<file path="src/verilog/bridge_prefetch_window_pkg.sv">
// register map, field layout, reset values and carrier types of the bridge window block
// assumes a single 40 MHz clock domain and an AHB-Lite register port
package bridge_prefetch_window_pkg;

    // ****************************************
    // register indices, byte address is four times the index
    // ****************************************
    localparam logic [7:0] PF_BASE_IDX = 8'h24;
    localparam logic [7:0] PF_LIMIT_IDX = 8'h26;
    localparam logic [7:0] BCTRL_IDX = 8'h3e;
    localparam logic [7:0] MISC_IDX = 8'h41;
    localparam logic [7:0] IOWIN_IDX = 8'h42;
    localparam logic [7:0] STAT_IDX = 8'h43;
    localparam logic [7:0] MASK_IDX = 8'h44;

    // ****************************************
    // reset values and writable masks
    // ****************************************
    localparam logic [15:0] PF_BASE_RST = 16'hfff0;
    localparam logic [15:0] PF_LIMIT_RST = 16'h0000;
    localparam logic [7:0] BCTRL_RST = 8'h00;
    localparam logic [15:0] WIN_WR_MASK = 16'hfff0;
    localparam logic [7:0] BC_WR_MASK = 8'h0d;

    // ****************************************
    // field positions
    // ****************************************
    localparam int BC_VGA_EN = 3;
    localparam int BC_ISA_SUP = 2;
    localparam int BC_PAR_EN = 0;
    localparam int MISC_MONO = 0;
    localparam int MISC_DEVMSG = 1;
    localparam int ST_PAR = 0;
    localparam int ST_ABORT = 1;
    localparam int ST_MSG = 2;

    // ****************************************
    // legacy display ranges
    // ****************************************
    localparam logic [31:0] VGA_MEM_LO = 32'h000a0000;
    localparam logic [31:0] VGA_MEM_HI = 32'h000bffff;
    localparam logic [31:0] MDA_MEM_LO = 32'h000b0000;
    localparam logic [31:0] MDA_MEM_HI = 32'h000b7fff;
    localparam logic [15:0] VGA_IO_LO = 16'h03c0;
    localparam logic [15:0] VGA_IO_HI = 16'h03df;
    localparam logic [15:0] MDA_IO_LO = 16'h03b0;
    localparam logic [15:0] MDA_IO_HI = 16'h03bb;
    localparam logic [15:0] MDA_IO_ALT = 16'h03bf;

    // ****************************************
    // carriers
    // ****************************************
    typedef struct packed {
        logic valid;
        logic sec;
        logic pf;
    } route_t;

    typedef struct packed {
        logic [15:0] pf_base;
        logic [15:0] pf_limit;
        logic [7:0] bctrl;
        logic [1:0] misc;
        logic [15:0] iowin;
        logic [2:0] stat;
        logic [2:0] mask;
        logic wr_pend;
        logic [7:0] wr_idx;
        logic rd_pend;
        logic [7:0] rd_idx;
        logic hreadyout;
        logic hresp;
        logic [31:0] hrdata;
        route_t route;
        logic fb2b;
        logic cpl_valid;
        logic [31:0] cpl_data;
        logic wr_discard;
        logic serr_msg;
        logic irq;
    } state_t;

    localparam state_t ST_RST = '{pf_base: PF_BASE_RST, pf_limit: PF_LIMIT_RST,
        bctrl: BCTRL_RST, hreadyout: 1'b1, default: '0};

endpackage
</file>
<file path="src/verilog/bridge_prefetch_window_ctrl.sv">
// window decode, bridge control and error reporting of the secondary graphics bridge
// assumes one clock, AHB-Lite register access and cycle inputs synchronous to CLK_IN
//
// Our own choice: the AHB-Lite register port.
`timescale 1ns/10ps

// Operation
// - base <= address <= limit goes prefetchable
// - window bits 15:4 writable, 3:0 zero
// - base low twenty bits decode as zero
// - limit low twenty bits decode as ones
// - bit 7 zero, no fast back-to-back
// - bit 6 zero, no secondary reset
// - bit 5 zero, abort drops writes, reads ones
// - bit 3 enables legacy display routing
// - suppress clear forwards whole I/O window
// - suppress set sends alias I/O to hub
// - bit 1 zero, no error forwarding
// - parity response clear blocks parity messages
// - parity messages need both enables set
// - display disabled sends all legacy to hub
// - display enabled, VGA secondary, MDA hub
module bridge_prefetch_window_ctrl (
    // clock, reset, enable
    input wire logic CLK_IN,
    input wire logic SYS_RST_IN,
    input wire logic CE_IN,
    // register port
    input wire logic HSEL_IN,
    input wire logic [31:0] HADDR_IN,
    input wire logic [1:0] HTRANS_IN,
    input wire logic HWRITE_IN,
    input wire logic [2:0] HSIZE_IN,
    input wire logic [31:0] HWDATA_IN,
    input wire logic HREADY_IN,
    output logic HREADYOUT_OUT,
    output logic HRESP_OUT,
    output logic [31:0] HRDATA_OUT,
    // processor cycle to route
    input wire logic REQ_VALID_IN,
    input wire logic REQ_IO_IN,
    input wire logic [31:0] REQ_ADDR_IN,
    output logic ROUTE_VALID_OUT,
    output logic ROUTE_SEC_OUT,
    output logic ROUTE_PREFETCH_OUT,
    // secondary bus completion and errors
    input wire logic SEC_CPL_VALID_IN,
    input wire logic SEC_CPL_ABORT_IN,
    input wire logic SEC_CPL_WRITE_IN,
    input wire logic [31:0] SEC_CPL_DATA_IN,
    input wire logic SEC_PARITY_ERR_IN,
    input wire logic SEC_OTHER_ERR_IN,
    output logic CPU_CPL_VALID_OUT,
    output logic [31:0] CPU_CPL_DATA_OUT,
    output logic CPU_WR_DISCARD_OUT,
    output logic SEC_FAST_B2B_OUT,
    // hub side
    output logic HUB_SERR_MSG_OUT,
    output logic IRQ_OUT
);

    // ****************************************
    // decode helpers
    // ****************************************
    function automatic logic pf_hit(input logic [31:0] a, input logic [15:0] b,
                                    input logic [15:0] l);
        logic [31:0] lo;
        logic [31:0] hi;
        lo = {b[15:4], 20'h00000};
        hi = {l[15:4], 20'hfffff};
        pf_hit = (a >= lo) && (a <= hi);
    endfunction

    function automatic logic mda_hit(input logic io, input logic [31:0] a);
        if (io) begin
            mda_hit = (a[15:0] >= bridge_prefetch_window_pkg::MDA_IO_LO &&
                       a[15:0] <= bridge_prefetch_window_pkg::MDA_IO_HI) ||
                      a[15:0] == bridge_prefetch_window_pkg::MDA_IO_ALT;
        end else begin
            mda_hit = a >= bridge_prefetch_window_pkg::MDA_MEM_LO &&
                      a <= bridge_prefetch_window_pkg::MDA_MEM_HI;
        end
    endfunction

    function automatic logic vga_hit(input logic io, input logic [31:0] a);
        if (io) begin
            vga_hit = a[15:0] >= bridge_prefetch_window_pkg::VGA_IO_LO &&
                      a[15:0] <= bridge_prefetch_window_pkg::VGA_IO_HI;
        end else begin
            vga_hit = a >= bridge_prefetch_window_pkg::VGA_MEM_LO &&
                      a <= bridge_prefetch_window_pkg::VGA_MEM_HI &&
                      !mda_hit(1'b0, a);
        end
    endfunction

    function automatic logic io_alias(input logic [31:0] a);
        io_alias = a[9:8] != 2'b00;
    endfunction

    function automatic bridge_prefetch_window_pkg::route_t route_of(
        input logic io,
        input logic [31:0] a,
        input bridge_prefetch_window_pkg::state_t s);
        logic iow;
        logic legacy;
        route_of = '0;
        iow = a[15:12] >= s.iowin[7:4] && a[15:12] <= s.iowin[15:12];
        legacy = mda_hit(io, a) || vga_hit(io, a);
        if (legacy) begin
            // monochrome select never changes the outcome
            route_of.sec = vga_hit(io, a) &&
                           s.bctrl[bridge_prefetch_window_pkg::BC_VGA_EN];
        end else if (io) begin
            route_of.sec = iow;
            if (s.bctrl[bridge_prefetch_window_pkg::BC_ISA_SUP] && io_alias(a)) begin
                route_of.sec = 1'b0;
            end
        end else begin
            route_of.pf = pf_hit(a, s.pf_base, s.pf_limit);
            route_of.sec = route_of.pf;
        end
    endfunction

    function automatic logic [31:0] reg_read(input logic [7:0] idx,
                                             input bridge_prefetch_window_pkg::state_t s);
        reg_read = '0;
        unique case (idx)
            bridge_prefetch_window_pkg::PF_BASE_IDX: reg_read[15:0] = s.pf_base;
            bridge_prefetch_window_pkg::PF_LIMIT_IDX: reg_read[15:0] = s.pf_limit;
            bridge_prefetch_window_pkg::BCTRL_IDX: reg_read[7:0] = s.bctrl;
            bridge_prefetch_window_pkg::MISC_IDX: reg_read[1:0] = s.misc;
            bridge_prefetch_window_pkg::IOWIN_IDX: reg_read[15:0] = s.iowin;
            bridge_prefetch_window_pkg::STAT_IDX: reg_read[2:0] = s.stat;
            bridge_prefetch_window_pkg::MASK_IDX: reg_read[2:0] = s.mask;
            default: reg_read = '0;
        endcase
    endfunction

    // ****************************************
    // state
    // ****************************************
    bridge_prefetch_window_pkg::state_t st;
    bridge_prefetch_window_pkg::state_t next_st;

    logic take;
    logic [7:0] take_idx;
    logic [2:0] set_ev;
    logic [2:0] clr_ev;
    logic par_msg;

    assign take = HSEL_IN && HTRANS_IN[1] && HREADY_IN;
    assign take_idx = (HADDR_IN[31:10] == 22'h000000) ? HADDR_IN[9:2] : 8'hff;

    always_comb begin
        next_st = st;
        clr_ev = 3'b000;
        // one-cycle strobes
        next_st.cpl_valid = 1'b0;
        next_st.wr_discard = 1'b0;
        next_st.route = '0;
        next_st.fb2b = 1'b0;

        // register write commits in its data phase
        if (st.wr_pend) begin
            next_st.wr_pend = 1'b0;
            unique case (st.wr_idx)
                bridge_prefetch_window_pkg::PF_BASE_IDX: begin
                    next_st.pf_base = HWDATA_IN[15:0] &
                                      bridge_prefetch_window_pkg::WIN_WR_MASK;
                end
                bridge_prefetch_window_pkg::PF_LIMIT_IDX: begin
                    next_st.pf_limit = HWDATA_IN[15:0] &
                                       bridge_prefetch_window_pkg::WIN_WR_MASK;
                end
                bridge_prefetch_window_pkg::BCTRL_IDX: begin
                    // bits 7, 6, 5, 4 and 1 stay zero
                    next_st.bctrl = HWDATA_IN[7:0] &
                                    bridge_prefetch_window_pkg::BC_WR_MASK;
                end
                bridge_prefetch_window_pkg::MISC_IDX: begin
                    next_st.misc = HWDATA_IN[1:0];
                end
                bridge_prefetch_window_pkg::IOWIN_IDX: begin
                    next_st.iowin = HWDATA_IN[15:0] & 16'hf0f0;
                end
                bridge_prefetch_window_pkg::STAT_IDX: begin
                    clr_ev = HWDATA_IN[2:0];
                end
                bridge_prefetch_window_pkg::MASK_IDX: begin
                    next_st.mask = HWDATA_IN[2:0];
                end
                default: begin
                    clr_ev = 3'b000;
                end
            endcase
        end

        // reads take one wait state so a preceding write is already visible
        if (st.rd_pend) begin
            next_st.rd_pend = 1'b0;
            next_st.hrdata = reg_read(st.rd_idx, st);
            next_st.hreadyout = 1'b1;
        end

        // address phase
        if (take) begin
            if (HWRITE_IN) begin
                next_st.wr_pend = 1'b1;
                next_st.wr_idx = take_idx;
            end else begin
                next_st.rd_pend = 1'b1;
                next_st.rd_idx = take_idx;
                next_st.hreadyout = 1'b0;
            end
        end

        // processor cycle routing
        if (REQ_VALID_IN) begin
            next_st.route = route_of(REQ_IO_IN, REQ_ADDR_IN, st);
            next_st.route.valid = 1'b1;
        end

        // completion from the secondary bus
        if (SEC_CPL_VALID_IN) begin
            next_st.cpl_valid = !(SEC_CPL_ABORT_IN && SEC_CPL_WRITE_IN);
            next_st.cpl_data = SEC_CPL_DATA_IN;
            if (SEC_CPL_ABORT_IN) begin
                next_st.cpl_data = 32'hffffffff;
                next_st.wr_discard = SEC_CPL_WRITE_IN;
            end
        end

        // error messaging toward the hub
        par_msg = SEC_PARITY_ERR_IN &&
                  st.bctrl[bridge_prefetch_window_pkg::BC_PAR_EN];
        next_st.serr_msg = (par_msg || SEC_OTHER_ERR_IN) &&
                           st.misc[bridge_prefetch_window_pkg::MISC_DEVMSG];

        // sticky status, a new event wins over a clear
        set_ev = '0;
        set_ev[bridge_prefetch_window_pkg::ST_PAR] = SEC_PARITY_ERR_IN;
        set_ev[bridge_prefetch_window_pkg::ST_ABORT] = SEC_CPL_VALID_IN && SEC_CPL_ABORT_IN;
        set_ev[bridge_prefetch_window_pkg::ST_MSG] = next_st.serr_msg;
        next_st.stat = (st.stat & ~clr_ev) | set_ev;
        next_st.irq = |(next_st.stat & next_st.mask);
        next_st.hresp = 1'b0;
    end

    always_ff @(posedge CLK_IN or posedge SYS_RST_IN) begin
        if (SYS_RST_IN) begin
            st <= bridge_prefetch_window_pkg::ST_RST;
        end else if (CE_IN) begin
            st <= next_st;
        end
    end

    // ****************************************
    // outputs
    // ****************************************
    assign HREADYOUT_OUT = st.hreadyout;
    assign HRESP_OUT = st.hresp;
    assign HRDATA_OUT = st.hrdata;
    assign ROUTE_VALID_OUT = st.route.valid;
    assign ROUTE_SEC_OUT = st.route.sec;
    assign ROUTE_PREFETCH_OUT = st.route.pf;
    assign CPU_CPL_VALID_OUT = st.cpl_valid;
    assign CPU_CPL_DATA_OUT = st.cpl_data;
    assign CPU_WR_DISCARD_OUT = st.wr_discard;
    assign SEC_FAST_B2B_OUT = st.fb2b;
    assign HUB_SERR_MSG_OUT = st.serr_msg;
    assign IRQ_OUT = st.irq;

    logic mem_req;
    assign mem_req = CE_IN && REQ_VALID_IN && !REQ_IO_IN;

    // decode results kept as signals so they can be looked back at
    logic req_vga;
    logic req_vga_mem;
    assign req_vga = vga_hit(REQ_IO_IN, REQ_ADDR_IN);
    assign req_vga_mem = vga_hit(1'b0, REQ_ADDR_IN);
endmodule

</file>
<file path="config.mk">
export PLATFORM = sky130hd
export DESIGN_NAME = bridge_prefetch_window_ctrl
export DESIGN_NICKNAME = d
export VERILOG_FILES = /design/src/verilog/bridge_prefetch_window_pkg.sv /design/src/verilog/bridge_prefetch_window_ctrl.sv
export SDC_FILE = /design/constraint.sdc
export NUM_CORES = 1
export LEC_CHECK = 0
export ABC_AREA = 1
export BUFFER_PORTS_ARGS = -buffer_cell sky130_fd_sc_hd__buf_2
export CORE_MARGIN = 5
export CORE_UTILIZATION = 52
export CTS_CLUSTER_DIAMETER = 150
export DETAILED_ROUTE_END_ITERATION = 6
export PLACE_DENSITY = 0.79
export SETUP_SLACK_MARGIN = 0.2
export SYNTH_ARGS = -nofsm -noshare
export SYNTH_HDL_FRONTEND = slang
export SYNTH_SLANG_ARGS = --single-unit
</file>
<file path="constraint.sdc">
create_clock -name CLK_IN -period 5.09 [get_ports CLK_IN]
set_clock_uncertainty 0.1 [all_clocks]
set_input_delay 0.7635 -clock CLK_IN [delete_from_list [all_inputs] [get_ports CLK_IN]]
set_output_delay 0.7635 -clock CLK_IN [all_outputs]
set_load 0.02 [all_outputs]
</file>
==> impl_metrics.env, run 1 <==
export IMPL_combinationalPowerShare_pct=15.1
export IMPL_tritoncts="done"
export IMPL_vias=6111
export IMPL_async_reset_ff_share_pct=100.0
export IMPL_ys_warn_count=0
export IMPL_setup_slack_ns=2.864
export IMPL_grt_max_degree=79
export IMPL_insertion_delay_ns=0.41
export IMPL_p_per_area_nw_per_um2=325.4
export IMPL_cp_slowest_stage_delay_ns=0.89
export IMPL_multi_input_area_um2=2938
export IMPL_largest_reg_flops=61
export IMPL_cts_htree_levels=4
export IMPL_cp_arrival_ns=2.37
export IMPL_fin_nets=1208
export IMPL_cts_setup_buffers=0
export IMPL_ys_seq_elements=117
export IMPL_finalPower_w=0.002622
export IMPL_setup_tns_final_ns=0
export IMPL_die_width_um=125.1
export IMPL_clk_path_buf_depth=2
export IMPL_root_buffer="clkbuf_16"
export IMPL_post_cts_resized=0
export IMPL_synth_edff_count=0
export IMPL_cp_required_ns=5.24
export IMPL_vias_per_cell=5.017
export IMPL_crit_path_max_fanout=18
export IMPL_avgRoutedWirePerCell_um=13.87
export IMPL_drcViolationCount=0
export IMPL_rsz0062_at_grt="no"
export IMPL_clkTransAtPathRegs_ns=0.05
export IMPL_dieArea_um2=15640
export IMPL_max_freq_mhz=449.2
export IMPL_routed_wl_um=16900
export IMPL_dr_first_iter_drc_count=401
export IMPL_cp_end_kind="flop"
export IMPL_status="completed"
export IMPL_grtUsageTotal_pct=21.34
export IMPL_seq_area_frac_synth_pct=42.77
export IMPL_dp_cells=1187
export IMPL_first_pass_iters=5
export IMPL_io_pins=220
export IMPL_period_minus_slack_ns=2.226
export IMPL_cp_start_kind="primary input"
export IMPL_cts_made_buffers=17
export IMPL_syn_area_per_cell_um2=7.614
export IMPL_drive_gt1_share_pct=23.90
export IMPL_post_route_period_util_pct=43.73
export IMPL_grt_pass1_wl_um=27280
export IMPL_leakagePower_nw=4.134
export IMPL_fillers=1179
export IMPL_crit_slowest_cell="nor3_2"
export IMPL_clkPwrFrac_pct=44.3
export IMPL_intPower_w=0.001889
export IMPL_antenna_found_initial=0
export IMPL_maxSlewViolCount=0
export IMPL_area_delta_synth_final_pct=17.07
export IMPL_relSlewSlack_pct=29.79
export IMPL_start_util_pct=52.60
export IMPL_grt_pass1_vias=5678
export IMPL_diodes=0
export IMPL_place_hpwl_um=12870
export IMPL_synth_ff_type="dfrtp_1"
export IMPL_coreArea_um2=13090
export IMPL_synth_cells=904
export IMPL_cap_violations=0
export IMPL_fp_row_count=42
export IMPL_die_h_um=125.1
export IMPL_area_sequential_um2=2944
export IMPL_portBuffers=179
export IMPL_setup_violations=0
export IMPL_gp_congestion=0.9213
export IMPL_largest_register="st"
export IMPL_crit_path_cell_trace="buf_2 > inv_2 > nor3_2 > o21ai_0"
export IMPL_path_class="primary input to flop"
export IMPL_grt_ovfl_total=0
export IMPL_sequentialPowerShare_pct=40.6
export IMPL_cts_hold_buf=0
export IMPL_clkSinkCount=117
export IMPL_ant_nets=0
export IMPL_hold_path_class="flop to flop"
export IMPL_instances_no_fill=1218
export IMPL_pre_cts_slack_ns=2.435
export IMPL_swShare_pct=27.93
export IMPL_peakVddDrop_uv=225.2
export IMPL_hold_viol=0
export IMPL_max_slew_worst_pin_slew_ns=1.048
export IMPL_netlist_area_um2=6883
export IMPL_ys_types=40
export IMPL_p_switching_w=0.0007323
## final cells by class
type | count | area share, %
tap | 176 | 2.733
clock buffer | 19 | 5.621
clock inverter | 12 | 1.584
sequential | 117 | 36.54
timing repair buffer | 181 | 11.30
multi-input combinational | 590 | 36.46
inverter | 123 | 5.761
## synthesized netlist by cell type (2+ instances only)
cell      instances  share of area (%)
inv_1           117                6.4
o22ai_1           9               0.82
ha_1             32                5.8
o21ai_0          75                5.5
o211ai_1          2               0.22
o21a_1            2               0.22
inv_2             6               0.33
a21oi_1          17                1.2
nor2_1           86                4.7
nor4_1            8               0.73
o221ai_1          2               0.25
a21o_1            2               0.22
nor3_1            3               0.22
dfrtp_1         104                 38
o21ai_1          28                2.0
nor3_2            3               0.44
nand2_1         237                 13
nor2_2            2               0.18
nand2_2           2               0.18
clkbuf_1         14               0.76
dfstp_2          13                5.0
o21ai_2           2               0.25
nand4_1          14                1.3
a31oi_1           3               0.27
nand3_1          29                2.1
nand3_2           4               0.58
buf_2            10               0.73
buf_4            66                7.2
## power by group through the flow
| stage | logic [W] | registers, W | clock network [W] |
|---|---|---|---|
| after floorplan | 0.000305 | 0.00108 | 0 |
| after global placement | 0.000387 | 0.00108 | 0 |
| after detailed placement | 0.000395 | 0.00108 | 0 |
| after CTS | 0.000398 | 0.00106 | 0.00118 |
| after global routing | 0.000445 | 0.00107 | 0.00122 |
| final | 0.000395 | 0.00106 | 0.00116 |
## placed cells by master (no fill, tap or decap), drive strengths merged, types with 3 or more instances in the layout
cell type	count
inv	125
nand2	239
o22ai	9
clkbuf	19
nor3	7
ha	32
a31oi	3
nand3	33
buf	181
nor4	9
a21oi	17
clkinv	4
dfstp	13
nand4	15
dfrtp	104
clkinvlp	4
o21ai	105
nor2	89
conb	18
## final timing paths
check / from / end / slack (ns) / cells after the start
max: CE_IN / st[77] / 2.86 / 4
min: st[152] / st[152] / 0.37 / 2
max reg2reg: st[155] / ROUTE_PREFETCH_OUT / 3.10 / 10
min reg2reg: st[152] / st[152] / 0.37 / 2
max in group asynchronous: SYS_RST_IN / st[148] / 3.38 / 3
min in group asynchronous: SYS_RST_IN / CPU_CPL_DATA_OUT[24] / 0.45 / 2
## per-stage QoR
| stage | hold slack (ns) | instance area (um2) | util, % |
|---|---|---|---|
| after floorplan | 0.3500 | 6947 | - |
| after global placement | 0.3512 | 7477 | 57.14 |
| after detailed placement | 0.3622 | 7477 | 57.14 |
| after CTS | 0.3748 | 8058 | 61.58 |
| after global routing | 0.3810 | 8058 | 61.58 |
| final | 0.3721 | 8058 | 61.58 |
## metal layers
| layer | vias to the layer above | GRT usage [%] | wire [um] |
|---|---|---|---|
| li1 | 3053 | - | - |
| met5 | - | 0 | 0 |
| met3 | 34 | 4.861 | 1195 |
| met1 | 2793 | 27.89 | 7184 |
| met4 | 0 | 8.482 | 436 |
| met2 | 231 | 34.61 | 8081 |
## worst max-delay path, delay by kind of cell
kind,cells,cell delay (ns)
simple gates,1,0.89
compound gates,1,0.20
buf+inv,2,0.50
## kinds of logic after synthesis
kind of cell	share of synthesized area, %
other	0.05448
AND/OR/NAND/NOR	24.40
buffers and inverters	15.47
multiplexers	0.1636
adder cells (fa/ha/maj)	5.817
flip-flops	42.77
AO/OA/AOI/OAI	11.33
No activity file was read; power rests on OpenSTA's default activity.
==> run 2, diff against run 1 <==
Settings changed: CORE_UTILIZATION 52 to 47, PLACE_DENSITY 0.79 to 0.76.
Clock period 5.09 ns to 1.92 ns, I/O delays scaled along.
==> run 2 against run 1 <==
Compared with the run above:
- via count up 2.3%
- highest routed layer unchanged
- register-to-register slack worse by 3.1 ns
- die area up 9.8%
- hold slack worse by 0.35 ns
- critical path depth rose by 8
- clock-buffer cell count fell by 2
- total power increased to 2.7 times the previous value
- clock power rose to 2.6 times the previous value
- critical path type is now flop to flop
- largest cell class is now multi-input combinational cells
- combinational power increased to 2.9 times the previous value
- utilization fell by 2.0 points
==> impl_metrics.env, run 2 (synthesis results as in run 1) <==
export IMPL_place_hpwl_um=13550
export IMPL_vias=6252
export IMPL_clkSinkCount=117
export IMPL_largest_reg_flops=61
export IMPL_routed_wl_um=18010
export IMPL_final_cell_mix="nand2_1 (231), buf_2 (179), dfrtp_1 (104), inv_1 (99), nor2_1 (80)"
export IMPL_ant_nets=0
export IMPL_place_area_um2=7691
export IMPL_crit_slowest_cell="dfstp_2"
export IMPL_period_minus_slack_ns=1.884
export IMPL_grt_pass1_vias=5965
export IMPL_swShare_pct=30.18
export IMPL_post_route_period_util_pct=98.10
export IMPL_pre_cts_slack_ns=-0.05995
export IMPL_insertion_delay_ns=0.41
export IMPL_reg2reg_from="st[155]"
export IMPL_hold_viol=0
export IMPL_instances_no_fill=1261
export IMPL_r2r_cells=12
export IMPL_setup_tns_final_ns=0
export IMPL_sequentialPowerShare_pct=40.2
export IMPL_relSlewSlack_pct=63.78
export IMPL_die_width_um=131.0
export IMPL_vias_per_cell=4.958
export IMPL_setup_violations=0
export IMPL_cp_end_kind="flop"
export IMPL_r2r_slack_ns=0.04
export IMPL_clk_path_buf_depth=2
export IMPL_crit_path_max_fanout=3
export IMPL_p_per_area_nw_per_um2=819.7
export IMPL_rsz0062_at_grt="yes"
export IMPL_final_common_cell="nand2_1"
export IMPL_cp_arrival_ns=2.08
export IMPL_fillers=1284
export IMPL_crit_path_cell_trace="inv_2 > ha_4 > a21oi_1 > nand2_1 > a21oi_2 > nand3_2 > nand3_2 > nand2_1 > nand2_1 > nand2_1 > nand2_1 > nand2_1"
export IMPL_diodes=0
export IMPL_cp_start_kind="flop"
export IMPL_grtUsageTotal_pct=20.99
export IMPL_grt_ovfl_total=0
export IMPL_dieArea_um2=17160
export IMPL_endpoint="ROUTE_SEC_OUT"
export IMPL_largest_register="st"
export IMPL_io_pins=220
export IMPL_area_sequential_um2=2944
export IMPL_multi_input_area_um2=3176
export IMPL_portBuffers=179
export IMPL_gp_congestion=0.9080
export IMPL_tritoncts="done"
export IMPL_dr_first_iter_drc_count=354
export IMPL_drcViolationCount=0
export IMPL_cts_made_buffers=17
export IMPL_fin_nets=1242
export IMPL_first_pass_iters=5
export IMPL_intPower_w=0.004921
export IMPL_cp_slowest_stage_delay_ns=0.54
export IMPL_start_util_pct=47.72
export IMPL_cts_htree_levels=4
export IMPL_area_delta_synth_final_pct=24.90
export IMPL_antenna_found_initial=0
export IMPL_max_slew_worst_pin_slew_ns=0.5433
export IMPL_clkTransAtPathRegs_ns=0.06
export IMPL_path_class="flop to flop"
export IMPL_startpoint="st[155]"
export IMPL_cap_violations=0
export IMPL_grt_pass1_wl_um=28430
export IMPL_coreArea_um2=14420
export IMPL_p_switching_w=0.002127
export IMPL_leakagePower_nw=4.344
export IMPL_status="completed"
export IMPL_max_freq_mhz=530.9
export IMPL_setup_slack_ns=0.03642
export IMPL_drive_gt1_share_pct=30.45
export IMPL_r2r_end="ROUTE_SEC_OUT"
export IMPL_maxSlewViolCount=0
export IMPL_die_h_um=131.0
export IMPL_clkPwrFrac_pct=43.3
export IMPL_final_area_um2=8597
export IMPL_fp_row_count=44
export IMPL_grt_max_degree=98
export IMPL_utilization_pct=59.60
export IMPL_crit_path_frequent_cell="nand2_1"
export IMPL_root_buffer="clkbuf_16"
export IMPL_cp_required_ns=2.12
export IMPL_dp_cells=1212
export IMPL_peakVddDrop_uv=792.3
export IMPL_avgRoutedWirePerCell_um=14.28
export IMPL_combinationalPowerShare_pct=16.5
export IMPL_hold_path_class="primary input to flop"
==> run 2: changes by cell type in the layout (fill, tap and decap cells not counted), moves of 5 or more <==
cell | previous run | this run
ha_4 | 0 | 11
o21ai_1 | 28 | 33
nand2_1 | 237 | 231
inv_1 | 116 | 99
dlygate4sd3_1 | 0 | 5
buf_4 | 2 | 27
o21ai_0 | 75 | 68
inv_2 | 6 | 23
inv_6 | 2 | 7
nor2_1 | 86 | 80
ha_1 | 32 | 21
==> run 2: worst min-delay path by stage <==
stage / from / to / slack [ns] / depth (start not counted)
final: HWDATA_IN[8] / st[148] / 0.02 / 3
after detailed placement: SYS_RST_IN / HRDATA_OUT[14] / 0.09 / 2
after CTS: HWDATA_IN[8] / st[148] / 0.006 / 3
after global placement: SYS_RST_IN / HRDATA_OUT[14] / 0.09 / 2
after global routing: SEC_CPL_DATA_IN[5] / CPU_CPL_DATA_OUT[5] / 0.03 / 3
after floorplan: HWDATA_IN[8] / st[148] / 0.31 / 2
==> run 2: area by class of cell <==
class                   count  share of cell area (%)
multi-input cells         590                   36.94
clock buffers              17                   4.948
flip-flops and latches    117                   34.25
repair buffers            215                   14.09
clock inverters            15                   1.688
well taps                 184                   2.678
inverters                 123                   5.414
==> run 2: worst max-delay path, delay by kind of cell, from the launching register on <==
family | cells | cell delay, ns
flip-flops | 1 | 0.54
AND/OR/NAND/NOR | 8 | 0.53
adder cells (fa/ha/maj) | 1 | 0.25
buffers and inverters | 1 | 0.05
AO/OA/AOI/OAI | 2 | 0.29
==> run 2: what timing repair did <==
action / in CTS / in global routing
resized for setup: 23 / 34
setup endpoints to repair: 5 / 10
hold buffers: 5 / 0
setup buffers: 4 / 8
pin swaps: 9 / 24
endpoints found under the hold margin: 20 / 0
==> run 2: power by group through the flow <==
stage / combinational, W / sequential [W] / clock, W
after global placement: 0.00106 / 0.00285 / 0
after detailed placement: 0.00109 / 0.00286 / 0
after CTS: 0.00112 / 0.00283 / 0.00309
after floorplan: 0.000813 / 0.00286 / 0
final: 0.00116 / 0.00284 / 0.00305
after global routing: 0.00130 / 0.00286 / 0.00323
==> run 2: per-layer routing <==
metal  track usage, %  wire [um]  vias to the layer above
li1                 -          -                     3132
met1            26.83       7522                     2856
met2            34.62       8622                      228
met3            5.650       1451                       36
met4            6.897        409                        0
met5                0          0                        -
==> run 2: metrics by stage <==
stage	total power [W]	hold slack (ns)
final	0.007047	0.01789
after global routing	0.007394	0.02549
after CTS	0.007035	0.006204
after detailed placement	0.003948	0.09100
after global placement	0.003909	0.08946
after floorplan	0.003670	0.3070
